File: src/common/pcisb_map.svh
// pcisb_map.svh: offsets, field positions, reset values and fixed codes
// assumes: included by bare name from design modules
`ifndef PCISB_MAP_SVH
`define PCISB_MAP_SVH
// ==========================================
// offsets
`define PCISB_CFG_INTR_OFF 8'h3C
`define PCISB_STAT_OFF 12'h100
`define PCISB_MASK_OFF 12'h104
// ==========================================
// read-only configuration fields
`define PCISB_MAXLAT_VAL 8'hFF
`define PCISB_MINGNT_VAL 8'h04
`define PCISB_INTPIN_VAL 8'h01
`define PCISB_LAT_UNIT_NS 250
// ==========================================
// reset values
`define PCISB_INTLINE_RST 32'h0000_0000
`define PCISB_MASK_RST 32'h0000_0000
// ==========================================
// status field positions
`define PCISB_B_PSTAT 28
`define PCISB_B_RUN 27
`define PCISB_B_SYNC 19
`define PCISB_B_OPC 18
`define PCISB_B_ABORT 17
`define PCISB_B_IPERR 16
`define PCISB_B_BUS_PARITY_ERROR 15
`define PCISB_B_RESYNC 14
`define PCISB_B_FIFO_TARGET_LATENCY_OVERRUN 13
`define PCISB_B_FDROP 12
`define PCISB_B_PIRQ 11
`define PCISB_B_AOVF 3
`define PCISB_FLAG_MASK 32'h000F_F808
`endif

File: src/common/pcisb_pkg.sv
// pcisb_pkg: types shared by the interrupt status block
// assumes: nothing beyond the map header
`default_nettype none
package pcisb_pkg;
  typedef logic [31:0] pcisb_word_t;
  typedef logic [3:0] pcisb_be_t;
  typedef enum logic [1:0]
  {
    PCISB_SP_NONE = 2'h0,
    PCISB_SP_CFG = 2'h1,
    PCISB_SP_STAT = 2'h3,
    PCISB_SP_MASK = 2'h2
  } pcisb_space_e;
endpackage
`default_nettype wire

File: src/common/pcisb_wr_if.sv
// pcisb_wr_if: one register write strobe with byte enables and data
// assumes: driven by the decode in the top module, one cycle per write
`default_nettype none
interface pcisb_wr_if;
  import pcisb_pkg::*;
  logic wr;
  pcisb_be_t be;
  pcisb_word_t wdata;
  modport src (output wr, output be, output wdata);
  modport snk (input wr, input be, input wdata);
endinterface
`default_nettype wire

File: src/pcisb_lane_reg.sv
// pcisb_lane_reg: read/write register written per byte lane
// assumes: a selected write strobe from the decode, same clock and reset
`default_nettype none
module pcisb_lane_reg
  import pcisb_pkg::*;
#(
  parameter logic [31:0] RST_VAL = 32'h0000_0000,
  parameter logic [31:0] BIT_MASK = 32'hFFFF_FFFF
)
(
  input wire logic clk,
  input wire logic arst_n,
  pcisb_wr_if.snk wif,
  output logic [31:0] q
);
  logic [31:0] q_reg;
  assign q = q_reg;
  // ==========================================
  // one process per lane; unimplemented bits stay zero
  for (genvar l = 0; l < 4; l++)
  begin : g_lane
    always_ff @(posedge clk or negedge arst_n)
    begin
      if (!arst_n)
        q_reg[l*8 +: 8] <= RST_VAL[l*8 +: 8] & BIT_MASK[l*8 +: 8];
      else if (wif.wr && wif.be[l])
        q_reg[l*8 +: 8] <= wif.wdata[l*8 +: 8] & BIT_MASK[l*8 +: 8];
    end
  end
endmodule
`default_nettype wire

File: src/pcisb_flag_bank.sv
// pcisb_flag_bank: sticky event flags cleared by writing ones
// assumes: set pulses and write strobe on the same clock
`default_nettype none
module pcisb_flag_bank
  import pcisb_pkg::*;
#(
  parameter logic [31:0] FLAG_MASK = 32'hFFFF_FFFF
)
(
  input wire logic clk,
  input wire logic arst_n,
  input wire logic [31:0] set_vec,
  pcisb_wr_if.snk wif,
  output logic [31:0] flags
);
  logic [31:0] flags_reg;
  logic [31:0] clr_vec;
  assign flags = flags_reg;
  // ==========================================
  // per bit: set beats a clear in the same cycle
  for (genvar i = 0; i < 32; i++)
  begin : g_bit
    assign clr_vec[i] = wif.wr && wif.be[i/8] && wif.wdata[i];
    if (FLAG_MASK[i])
    begin : g_flag
      always_ff @(posedge clk or negedge arst_n)
      begin
        if (!arst_n)
          flags_reg[i] <= 1'b0;
        else if (set_vec[i])
          flags_reg[i] <= 1'b1;
        else if (clr_vec[i])
          flags_reg[i] <= 1'b0;
      end
    end
    else
    begin : g_rsvd
      assign flags_reg[i] = 1'b0;
    end
  end
endmodule
`default_nettype wire

File: src/pcisb_top.sv
// pcisb_top: interrupt status collection and local register decode
// assumes: a PCI target front end turns bus cycles into one-cycle read
// and write strobes with dword index and byte enables; event inputs
// are one-cycle pulses on the PCI clock
`default_nettype none
`include "pcisb_map.svh"

module pcisb_top
  import pcisb_pkg::*;
#(
  parameter int MASK_W = 24
)
(
  input wire logic clk,
  input wire logic arst_n,

  input wire logic acc_cfg,
  input wire logic acc_rd,
  input wire logic acc_wr,
  input wire logic [11:2] acc_addr,
  input wire logic [3:0] acc_be,
  input wire logic [31:0] acc_wdata,
  output logic [31:0] acc_rdata,
  output logic acc_ack,

  input wire logic parity_err_resp,
  input wire logic fetch_en_set,
  input wire logic fetch_en_clr,

  input wire logic instr_exec,
  input wire logic [3:0] instr_set_bits,
  input wire logic [3:0] instr_clr_bits,
  input wire logic instr_irq,
  input wire logic sync_cnt_ovf,
  input wire logic sync_mismatch,
  input wire logic rsvd_opcode,
  input wire logic rsvd_sync_status,
  input wire logic instr_error,
  input wire logic master_abort,
  input wire logic target_abort,
  input wire logic fetch_data_perr,
  input wire logic bus_perr,
  input wire logic stream_resync,
  input wire logic fifo_tgt_overrun,
  input wire logic fifo_drop_overrun,
  input wire logic audio_ovf,

  output logic program_fetch_enable,
  output logic inta_o,
  output logic inta_oe
);
  // ==========================================
  // elaboration checks
  // narrower than 20 bits would leave flags without a mask bit
  if (MASK_W < 20 || MASK_W > 32)
  begin : g_bad_mask_w
    $error("mask width must cover flag bits 19:0 and fit a dword");
  end

  localparam logic [31:0] MASK_BITS = 32'hFFFF_FFFF >> (32 - MASK_W);

  // every flag needs a mask bit, or it could never interrupt
  if ((`PCISB_FLAG_MASK & ~MASK_BITS) != 32'h0000_0000)
  begin : g_unmaskable
    $error("mask width leaves a flag without a mask bit");
  end

  // ==========================================
  // declarations
  pcisb_space_e space;
  logic [31:0] lane_mask;

  logic [31:0] cfg_word;
  logic [31:0] stat_word;
  logic [31:0] mask_q;
  logic [31:0] intline_q;

  logic [31:0] flags;
  logic [31:0] set_vec;
  logic [31:0] pend_vec;
  logic [31:0] rd_word;

  logic [3:0] pstat_reg;
  logic fetch_en_reg;
  logic fetch_stop;
  logic [31:0] rdata_reg;
  logic ack_reg;
  logic intr_reg;
  logic inta_o_reg;

  logic iperr_evt;
  logic sync_evt;
  logic opc_evt;
  logic abort_evt;
  logic bus_parity_error_evt;
  logic pirq_evt;

  pcisb_wr_if cfg_wif ();
  pcisb_wr_if stat_wif ();
  pcisb_wr_if mask_wif ();

  // ==========================================
  // decode
  // only bits 11:2 select a register inside the 4 kB window
  always_comb
  begin
    if (acc_cfg && acc_addr[7:2] == 6'(`PCISB_CFG_INTR_OFF >> 2))
      space = PCISB_SP_CFG;
    else if (acc_cfg)
      space = PCISB_SP_NONE;
    else if (acc_addr == 10'(`PCISB_STAT_OFF >> 2))
      space = PCISB_SP_STAT;
    else if (acc_addr == 10'(`PCISB_MASK_OFF >> 2))
      space = PCISB_SP_MASK;
    else
      space = PCISB_SP_NONE;
  end

  for (genvar l = 0; l < 4; l++)
  begin : g_lmask
    assign lane_mask[l*8 +: 8] = {8{acc_be[l]}};
  end

  // ==========================================
  // write strobes toward the storage modules
  assign cfg_wif.wr = acc_wr && space == PCISB_SP_CFG;
  assign cfg_wif.be = acc_be;
  assign cfg_wif.wdata = acc_wdata;

  // a read never touches the flags; only a write strobe clears
  assign stat_wif.wr = acc_wr && space == PCISB_SP_STAT;
  assign stat_wif.be = acc_be;
  assign stat_wif.wdata = acc_wdata;

  assign mask_wif.wr = acc_wr && space == PCISB_SP_MASK;
  assign mask_wif.be = acc_be;
  assign mask_wif.wdata = acc_wdata;

  // ==========================================
  // configuration dword
  pcisb_lane_reg #(
    .RST_VAL(`PCISB_INTLINE_RST),
    .BIT_MASK(32'h0000_00FF)
  ) u_intline (
    .clk(clk),
    .arst_n(arst_n),
    .wif(cfg_wif),
    .q(intline_q)
  );

  assign cfg_word[31:24] = `PCISB_MAXLAT_VAL;
  assign cfg_word[23:16] = `PCISB_MINGNT_VAL;
  assign cfg_word[15:8] = `PCISB_INTPIN_VAL;
  assign cfg_word[7:0] = intline_q[7:0];

  // ==========================================
  // mask register
  pcisb_lane_reg #(
    .RST_VAL(`PCISB_MASK_RST),
    .BIT_MASK(MASK_BITS)
  ) u_mask (
    .clk(clk),
    .arst_n(arst_n),
    .wif(mask_wif),
    .q(mask_q)
  );

  // ==========================================
  // event collection
  // fetch parity sets the IPERR flag only when response is enabled
  assign iperr_evt = fetch_data_perr && parity_err_resp;
  // either sync fault means the field must be restarted
  assign sync_evt = sync_cnt_ovf || sync_mismatch;
  assign opc_evt = rsvd_opcode || rsvd_sync_status || instr_error;
  assign abort_evt = master_abort || target_abort;
  // bus parity is recorded whatever the response enable says
  assign bus_parity_error_evt = bus_perr || fetch_data_perr;
  // the irq bit only counts on an executed instruction
  assign pirq_evt = instr_exec && instr_irq;

  always_comb
  begin
    set_vec = 32'h0000_0000;
    set_vec[`PCISB_B_SYNC] = sync_evt;
    set_vec[`PCISB_B_OPC] = opc_evt;
    set_vec[`PCISB_B_ABORT] = abort_evt;
    set_vec[`PCISB_B_IPERR] = iperr_evt;
    set_vec[`PCISB_B_BUS_PARITY_ERROR] = bus_parity_error_evt;
    set_vec[`PCISB_B_RESYNC] = stream_resync;
    set_vec[`PCISB_B_FIFO_TARGET_LATENCY_OVERRUN] = fifo_tgt_overrun;
    set_vec[`PCISB_B_FDROP] = fifo_drop_overrun;
    set_vec[`PCISB_B_PIRQ] = pirq_evt;
    set_vec[`PCISB_B_AOVF] = audio_ovf;
  end

  // reserved positions are not even built, so they read zero
  pcisb_flag_bank #(
    .FLAG_MASK(`PCISB_FLAG_MASK)
  ) u_flags (
    .clk(clk),
    .arst_n(arst_n),
    .set_vec(set_vec),
    .wif(stat_wif),
    .flags(flags)
  );

  // ==========================================
  // program status bits, read-only
  // a set and a reset of the same bit in one instruction: set wins
  always_ff @(posedge clk or negedge arst_n)
  begin
    if (!arst_n)
      pstat_reg <= 4'h0;
    else if (instr_exec)
      pstat_reg <= instr_set_bits | (pstat_reg & ~instr_clr_bits);
  end

  // ==========================================
  // program fetch enable
  // parity stop has priority over a software enable in the same cycle
  assign fetch_stop = iperr_evt || fetch_en_clr;

  always_ff @(posedge clk or negedge arst_n)
  begin
    if (!arst_n)
      fetch_en_reg <= 1'b0;
    else if (fetch_stop)
      fetch_en_reg <= 1'b0;
    else if (fetch_en_set)
      fetch_en_reg <= 1'b1;
  end

  assign program_fetch_enable = fetch_en_reg;

  // ==========================================
  // status word assembly
  always_comb
  begin
    stat_word = flags & `PCISB_FLAG_MASK;
    // run bit mirrors the live fetch enable
    stat_word[31:28] = pstat_reg;
    stat_word[`PCISB_B_RUN] = fetch_en_reg;
  end

  // ==========================================
  // read answer
  // unmapped offsets answer zero so probing software sees no garbage
  always_comb
  begin
    if (space == PCISB_SP_CFG)
      rd_word = cfg_word;
    else if (space == PCISB_SP_STAT)
      rd_word = stat_word;
    else if (space == PCISB_SP_MASK)
      rd_word = mask_q;
    else
      rd_word = 32'h0000_0000;
  end

  // one register per lane so a disabled lane reads zero
  for (genvar l = 0; l < 4; l++)
  begin : g_rlane
    always_ff @(posedge clk or negedge arst_n)
    begin
      if (!arst_n)
        rdata_reg[l*8 +: 8] <= 8'h00;
      else if (acc_rd)
        rdata_reg[l*8 +: 8] <= rd_word[l*8 +: 8] & lane_mask[l*8 +: 8];
    end
  end

  // every read or write is answered one cycle later, no wait states
  always_ff @(posedge clk or negedge arst_n)
  begin
    if (!arst_n)
      ack_reg <= 1'b0;
    else
      ack_reg <= acc_rd || acc_wr;
  end

  assign acc_rdata = rdata_reg;
  assign acc_ack = ack_reg;

  // ==========================================
  // interrupt output, open drain, active low
  // level follows flags and mask; costs one cycle of latency
  assign pend_vec = flags & mask_q & `PCISB_FLAG_MASK;

  always_ff @(posedge clk or negedge arst_n)
  begin
    if (!arst_n)
      intr_reg <= 1'b0;
    else
      intr_reg <= |pend_vec;
  end

  // data pin held low; only the enable moves
  always_ff @(posedge clk or negedge arst_n)
  begin
    if (!arst_n)
      inta_o_reg <= 1'b0;
    else
      inta_o_reg <= 1'b0;
  end

  assign inta_oe = intr_reg;
  assign inta_o = inta_o_reg;
endmodule
`default_nettype wire

File: config.mk
export PLATFORM = sky130hd
export DESIGN_NAME = pcisb_top
export DESIGN_NICKNAME = d
export VERILOG_FILES = /design/src/common/pcisb_pkg.sv /design/src/common/pcisb_wr_if.sv /design/src/pcisb_lane_reg.sv /design/src/pcisb_flag_bank.sv /design/src/pcisb_top.sv
export VERILOG_INCLUDE_DIRS = /design/src /design/src/common
export SDC_FILE = /design/constraint.sdc
export NUM_CORES = 1
export LEC_CHECK = 0
export BUFFER_PORTS_ARGS = -buffer_cell sky130_fd_sc_hd__buf_2
export CORE_MARGIN = 3
export CORE_UTILIZATION = 52
export CTS_BUF_LIST = sky130_fd_sc_hd__clkbuf_16
export CTS_CLUSTER_SIZE = 20
export DETAILED_ROUTE_END_ITERATION = 6
export PLACE_DENSITY = 0.8
export REMOVE_ABC_BUFFERS = 1
export SLEW_MARGIN = 20
export SYNTH_ARGS = -nofsm -noshare
export SYNTH_HDL_FRONTEND = slang
export SYNTH_HIERARCHICAL = 1
export SYNTH_SLANG_ARGS = --single-unit
File: constraint.sdc
create_clock -name clk -period 1.3 [get_ports clk]
set_clock_uncertainty 0.15 [all_clocks]
set_input_delay 0.065 -clock clk [delete_from_list [all_inputs] [get_ports clk]]
set_output_delay 0.065 -clock clk [all_outputs]
set_load 0.01 [all_outputs]
Word-level counts from Yosys, hierarchy flattened
Cells that the tools add are included.

word-level totals
  flip-flop bits (word level) = 81
  bits in latches = 0
  bits in writable memories = 0
  ROM bits = 0
  bits of input ports = 77
  output and inout port bits = 36
  word-level logic and storage cells = 107
  memories kept = 0

operators by class
  add/sub/neg operators = 0
  $mul = 0
  div/mod/pow operators = 0
  magnitude comparators = 0
  equality and inequality tests = 6
  shifts and indexed selects = 0
  mux-type cells = 29
  bitwise logic cells = 8
  reductions and logical operators = 42

operator list
  operator               number
  $mux W32               2
  $and A8 B8 Y8          4
  $mux W24               1
  $logic_and A1 B1 Y1    23
  $mux W1                22
  $reduce_bool A2 Y1     11
  $and A20 B20 Y20       1
  $eq A10 B7 Y1 const B  2
  $reduce_or A10 Y1      1
  $mux W2                4
  $logic_or A1 B1 Y1     7
  $eq A6 B4 Y1 const B   1
  $and A4 B4 Y4          1
  $eq A2 B2 Y1 const B   2
  $not A4 Y4             1
  $or A4 B4 Y4           1
  $eq A2 B1 Y1 const B   1

Depth between registers and ports, before layout
  depth after elaboration = 11
  depth in mapped cells = 6
  depth with buffers taken out = 5

Cells and area by module
Netlist, hierarchy kept.

modules (own cells, without submodules)
  module                      instances  cells an instance  area each (µm²)  seq. area each (µm²)
  pcisb_top                   1          177                1,948.1          975.9
  pcisb_lane_reg (u_mask)     1          60                 953.4            600.6
  pcisb_flag_bank             1          54                 555.5            250.2
  pcisb_lane_reg (u_intline)  1          42                 480.5            200.2

Worst setup path after synthesis
No wires, ideal clock.

  path type = input port to flip-flop
  from = input acc_addr[7] in the netlist's numbering
  to = register u_intline.q_reg[0] (netlist: u_intline/q[0])
  library setup time = 0.125 ns
  data arrival time = 1.271 ns
  required time = 1.025 ns
  path slack = -0.245 ns
  cell stages on the path = 6
  buffers on the path = 1
  cells stage by stage = or3b_4 nor2_2 buf_4 and2_1 nand2_2 mux2_2

on the way
  longest elaborated chain between the ends = 8
  elaborated cells on any way between the ends = 11
  those cells by class = eq/ne: 4; mux: 4; reduce/logical: 3

RTL lines
  element                        line                  text
  start, declared                pcisb_top.sv:20       input wire logic [11:2] acc_addr,
  $eq A10 B7 Y1                  pcisb_top.sv:113      else if (acc_addr == 10'(`PCISB_MASK_OFF >> 2))
  $mux W2                        pcisb_top.sv:113
  $mux W2                        pcisb_top.sv:111      else if (acc_addr == 10'(`PCISB_STAT_OFF >> 2))
  $mux W2                        pcisb_top.sv:109      else if (acc_cfg)
  $mux W2 (*)                    pcisb_top.sv:107      if (acc_cfg && acc_addr[7:2] == 6'(`PCISB_CFG_INTR_OFF >> 2))
  $eq A2 B1 Y1 (*)               pcisb_top.sv:126      assign cfg_wif.wr = acc_wr && space == PCISB_SP_CFG;
  $logic_and A1 B1 Y1 (*)        pcisb_top.sv:126
  net cfg_wif.wr                 pcisb_wr_if.sv:6      logic wr;
  $logic_and A1 B1 Y1 (*)        pcisb_lane_reg.sv:26  else if (wif.wr && wif.be[l])
  end signal, assigned by index  pcisb_lane_reg.sv:25  q_reg[l*8 +: 8] <= RST_VAL[l*8 +: 8] & BIT_MASK[l*8 +: 8];
  end signal, assigned by index  pcisb_lane_reg.sv:27  q_reg[l*8 +: 8] <= wif.wdata[l*8 +: 8] & BIT_MASK[l*8 +: 8];
  end, declared                  pcisb_lane_reg.sv:16  logic [31:0] q_reg;

The timed path passes the listed nets; every way through them passes the cells marked *.
A chain may end at the register's enable or synchronous reset.

Worst setup path after layout
  from = input acc_addr[10] in the netlist's numbering
  to = register u_mask.q_reg[14] (netlist: u_mask/q[14])

on the way
  longest elaborated chain between the ends = 8
  elaborated cells on any way between the ends = 9
  those cells by class = eq/ne: 3; mux: 4; reduce/logical: 2

RTL lines
  element                        line                  text
  $eq A10 B7 Y1                  pcisb_top.sv:113
  $mux W2                        pcisb_top.sv:113
  $mux W2 (*)                    pcisb_top.sv:111
  $mux W2 (*)                    pcisb_top.sv:109
  $mux W2 (*)                    pcisb_top.sv:107
  $eq A2 B2 Y1 (*)               pcisb_top.sv:135      assign mask_wif.wr = acc_wr && space == PCISB_SP_MASK;
  $logic_and A1 B1 Y1 (*)        pcisb_top.sv:135
  net mask_wif.wr                pcisb_wr_if.sv:6
  $logic_and A1 B1 Y1 (*)        pcisb_lane_reg.sv:26
  end signal, assigned by index  pcisb_lane_reg.sv:25
  end signal, assigned by index  pcisb_lane_reg.sv:27
  end, declared                  pcisb_lane_reg.sv:16

Marked as above.

==> metrics.md <==
| Metric | Value |
|---|---|
| Fmax | `between 700 and 800 MHz` |
| N_diodes | `0` |
| # rows | `29` |
| Gpl congestion | `about 0.8` |
| Total grt overflow | `0` |
| Placed instance count | `roughly 480` |
| Drt initial violations | `~170` |
| Number of flip-flops in the largest register | `32` |
| CTS Root Cell | `clkbuf_16` |
| Vias in the first global route | `between 3,000 and 4,000` |
| Port bufs | `~100` |
| Slowest CP cell | `mux2_4` |
| Int Pwr | `4370 uW` |
| Post-route setup slack | `-35.9 ps` |
| CP cell instances | `buf_6, nor4_4, nand4_1, nor2_2, buf_6, nand2_8, mux2_4` |
| Hpwl dp | `roughly 6300 microns` |
| DRT Pass-1 Iters | `4` |
| Largest net degree at the start of global routing | `between 80 and 90` |
| Worst vdd ir | `roughly 0.00088 V` |
| Clock sinks | `between 80 and 90` |
| Core area | `around 6500 sq um` |
| Maxcap violations | `0` |
| Net Sw Frac | `0.233` |
| DIE AREA | `about 7900 sq um` |
| Cts bufs inserted | `9` |
| DR WL/cell | `19.7 microns` |
| Utilization after layout | `0.816` |
| Latest clock arrival within the worst-skew pair | `approximately 330 ps` |
| H-tree depth | `3` |
| Final WL | `10,900 microns` |
| Die H | `about 90 microns` |
| Worst hold start | `acc_be[0]` |
| Crit Path Category | `input pin to flop` |
| Post-Syn Instances | `285` |
| Crit Path Max Fanout | `8` |
| Final Hold Viols | `0` |
| Sequential fraction of design power | `0.452` |
| Die width | `89.0 microns` |
| Post-route insts no fill | `about 550` |
| Critical path data required time | `1360 ps` |
| Top-level port count | `113` |
| CP Launch Point | `acc_addr[10]` |
| Comb power frac | `0.100` |
| Critical Path End Type | `flop` |
| Share of cells above drive strength 1 | `0.428` |
| # setup viols final | `9` |
| Via count | `between 3,000 and 4,000` |
| Nets | `~550` |
| Synth-to-layout area growth | `48.7%` |
| Worst r2r src | `u_mask/q[19]` |
| Status | `complete, but fails checks` |
| Final period util | `1.03` |
| Top cell by count, worst path | `buf_6` |
| CTS tree | `done` |
| Yosys warning count | `6` |
| WHS | `53.2 ps` |
| Synthesized area | `3580 sq um` |
| DRT antenna net count | `0` |
| CTS clk-pin slew, worst paths | `~60 ps` |
| RSZ-0062 raised after global routing | `yes` |
| Reg2reg path depth | `3` |
| Leakage | `0.00271 uW` |
| Initial antenna violation count | `0` |
| Fin area | `5330 sq um` |
| Mean post-synth cell area | `about 13 sq um` |
| First-pass GRT wire length | `16,100 microns` |
| Final Max Tran Viols | `0` |
| Maximum clock insertion buffer count | `2` |
| Tmin final | `1340 ps` |
| Via-per-instance ratio | `around 5.7` |
| # DRC | `0` |
| Area after DPL | `about 4300 sq um` |
| Gr usage total | `0.274` |
| Worst Path Arrival | `between 1000 and 1500 ps` |
| Failing checks | `setup timing` |
| P per Cell Area | `around 1100 nW/um^2` |
| Clock Power Share | `0.448` |
| Initial Utilization | `0.549` |
| Max incr delay on CP | `around 320 ps` |
| Startpoint types | `input pin` |
| Min-delay worst type | `input pin to flop` |
| Psw | `~1300 uW` |
| Total power | `5700 uW` |
| Hold Path Stages | `3` |
## cell type report
class | count | area (sq um)
Inverter | 2 | 7.51
Multi-Input combinational cell | 189 | 1540
Clock buffer | 9 | 225
Timing Repair Buffer | 189 | 1360
Fill cell | 358 | 1200
Tap cell | 77 | 96.3
Clock inverter | 7 | 77.6
Sequential cell | 81 | 2030
## repair_timing
item / in CTS / in global routing
gates resized for setup: 1 / 17
endpoints found under the setup margin: 24 / 33
hold buffers: 56 / 1
gates cloned: 0 / 0
buffers inserted: 0 / 2
pin swaps: 1 / 5
endpoints found under the hold margin: 132 / 3
## placed cells by master, fill, tap and decap left out, types with 3 or more instances in the layout
master and count:
o2bb2ai_1 23, nand2_1 16, conb_1 9, mux2i_1 9
a21oi_1 10, nand2_8 3, a21o_1 19, buf_4 26
nand3_1 14, a22o_1 13, dlygate4sd3_1 57, dfrtp_1 81
or2_2 4, a22oi_1 3, mux2_2 37, clkbuf_16 9
buf_2 100, nand4_1 3, nor2_1 3, buf_12 3
buf_6 3
## per-layer routing
metal  global-route usage  vias to the layer above  routed length, microns
met3               0.0627                       34                     578
met4                0.141                        0                     320
met5                    0                        -                       0
met2                0.478                      143                    5760
li1                     -                     1411                       -
met1                0.314                     1589                    4230
## worst max-delay path, delay by kind of cell
family	cells	cell delay (ps)
buffers and inverters	2	280
muxes	1	320
and+or+nand+nor	4	730
## stage by stage
stage | setup WS [ps] | setup TNS, ps
after detailed placement | -372 | -18580
after global routing | -43.2 | -362
after floorplan | -297 | -5430
after global placement | -313 | -15230
after CTS | -13.0 | -66.5
final | -35.9 | -98.3
## worst paths after layout
path                                  to  slack (ps)
hold / removal               u_mask/q[7]          50
setup reg to reg                 inta_oe          30
setup / recovery            u_mask/q[14]         -40
min in group asynchronous  acc_rdata[13]         140
max in group asynchronous  acc_rdata[18]         530
hold reg to reg             acc_rdata[7]         330
## power by group through the flow
stage	Clock, uW	Sequential [uW]	Combinational (uW)
floorplan	0	2620	113
detailed placement	0	2620	403
global placement	0	2620	393
finish	2550	2580	573
CTS	2580	2570	538
global route	2710	2580	619
Power figures use the tool's default switching activity.
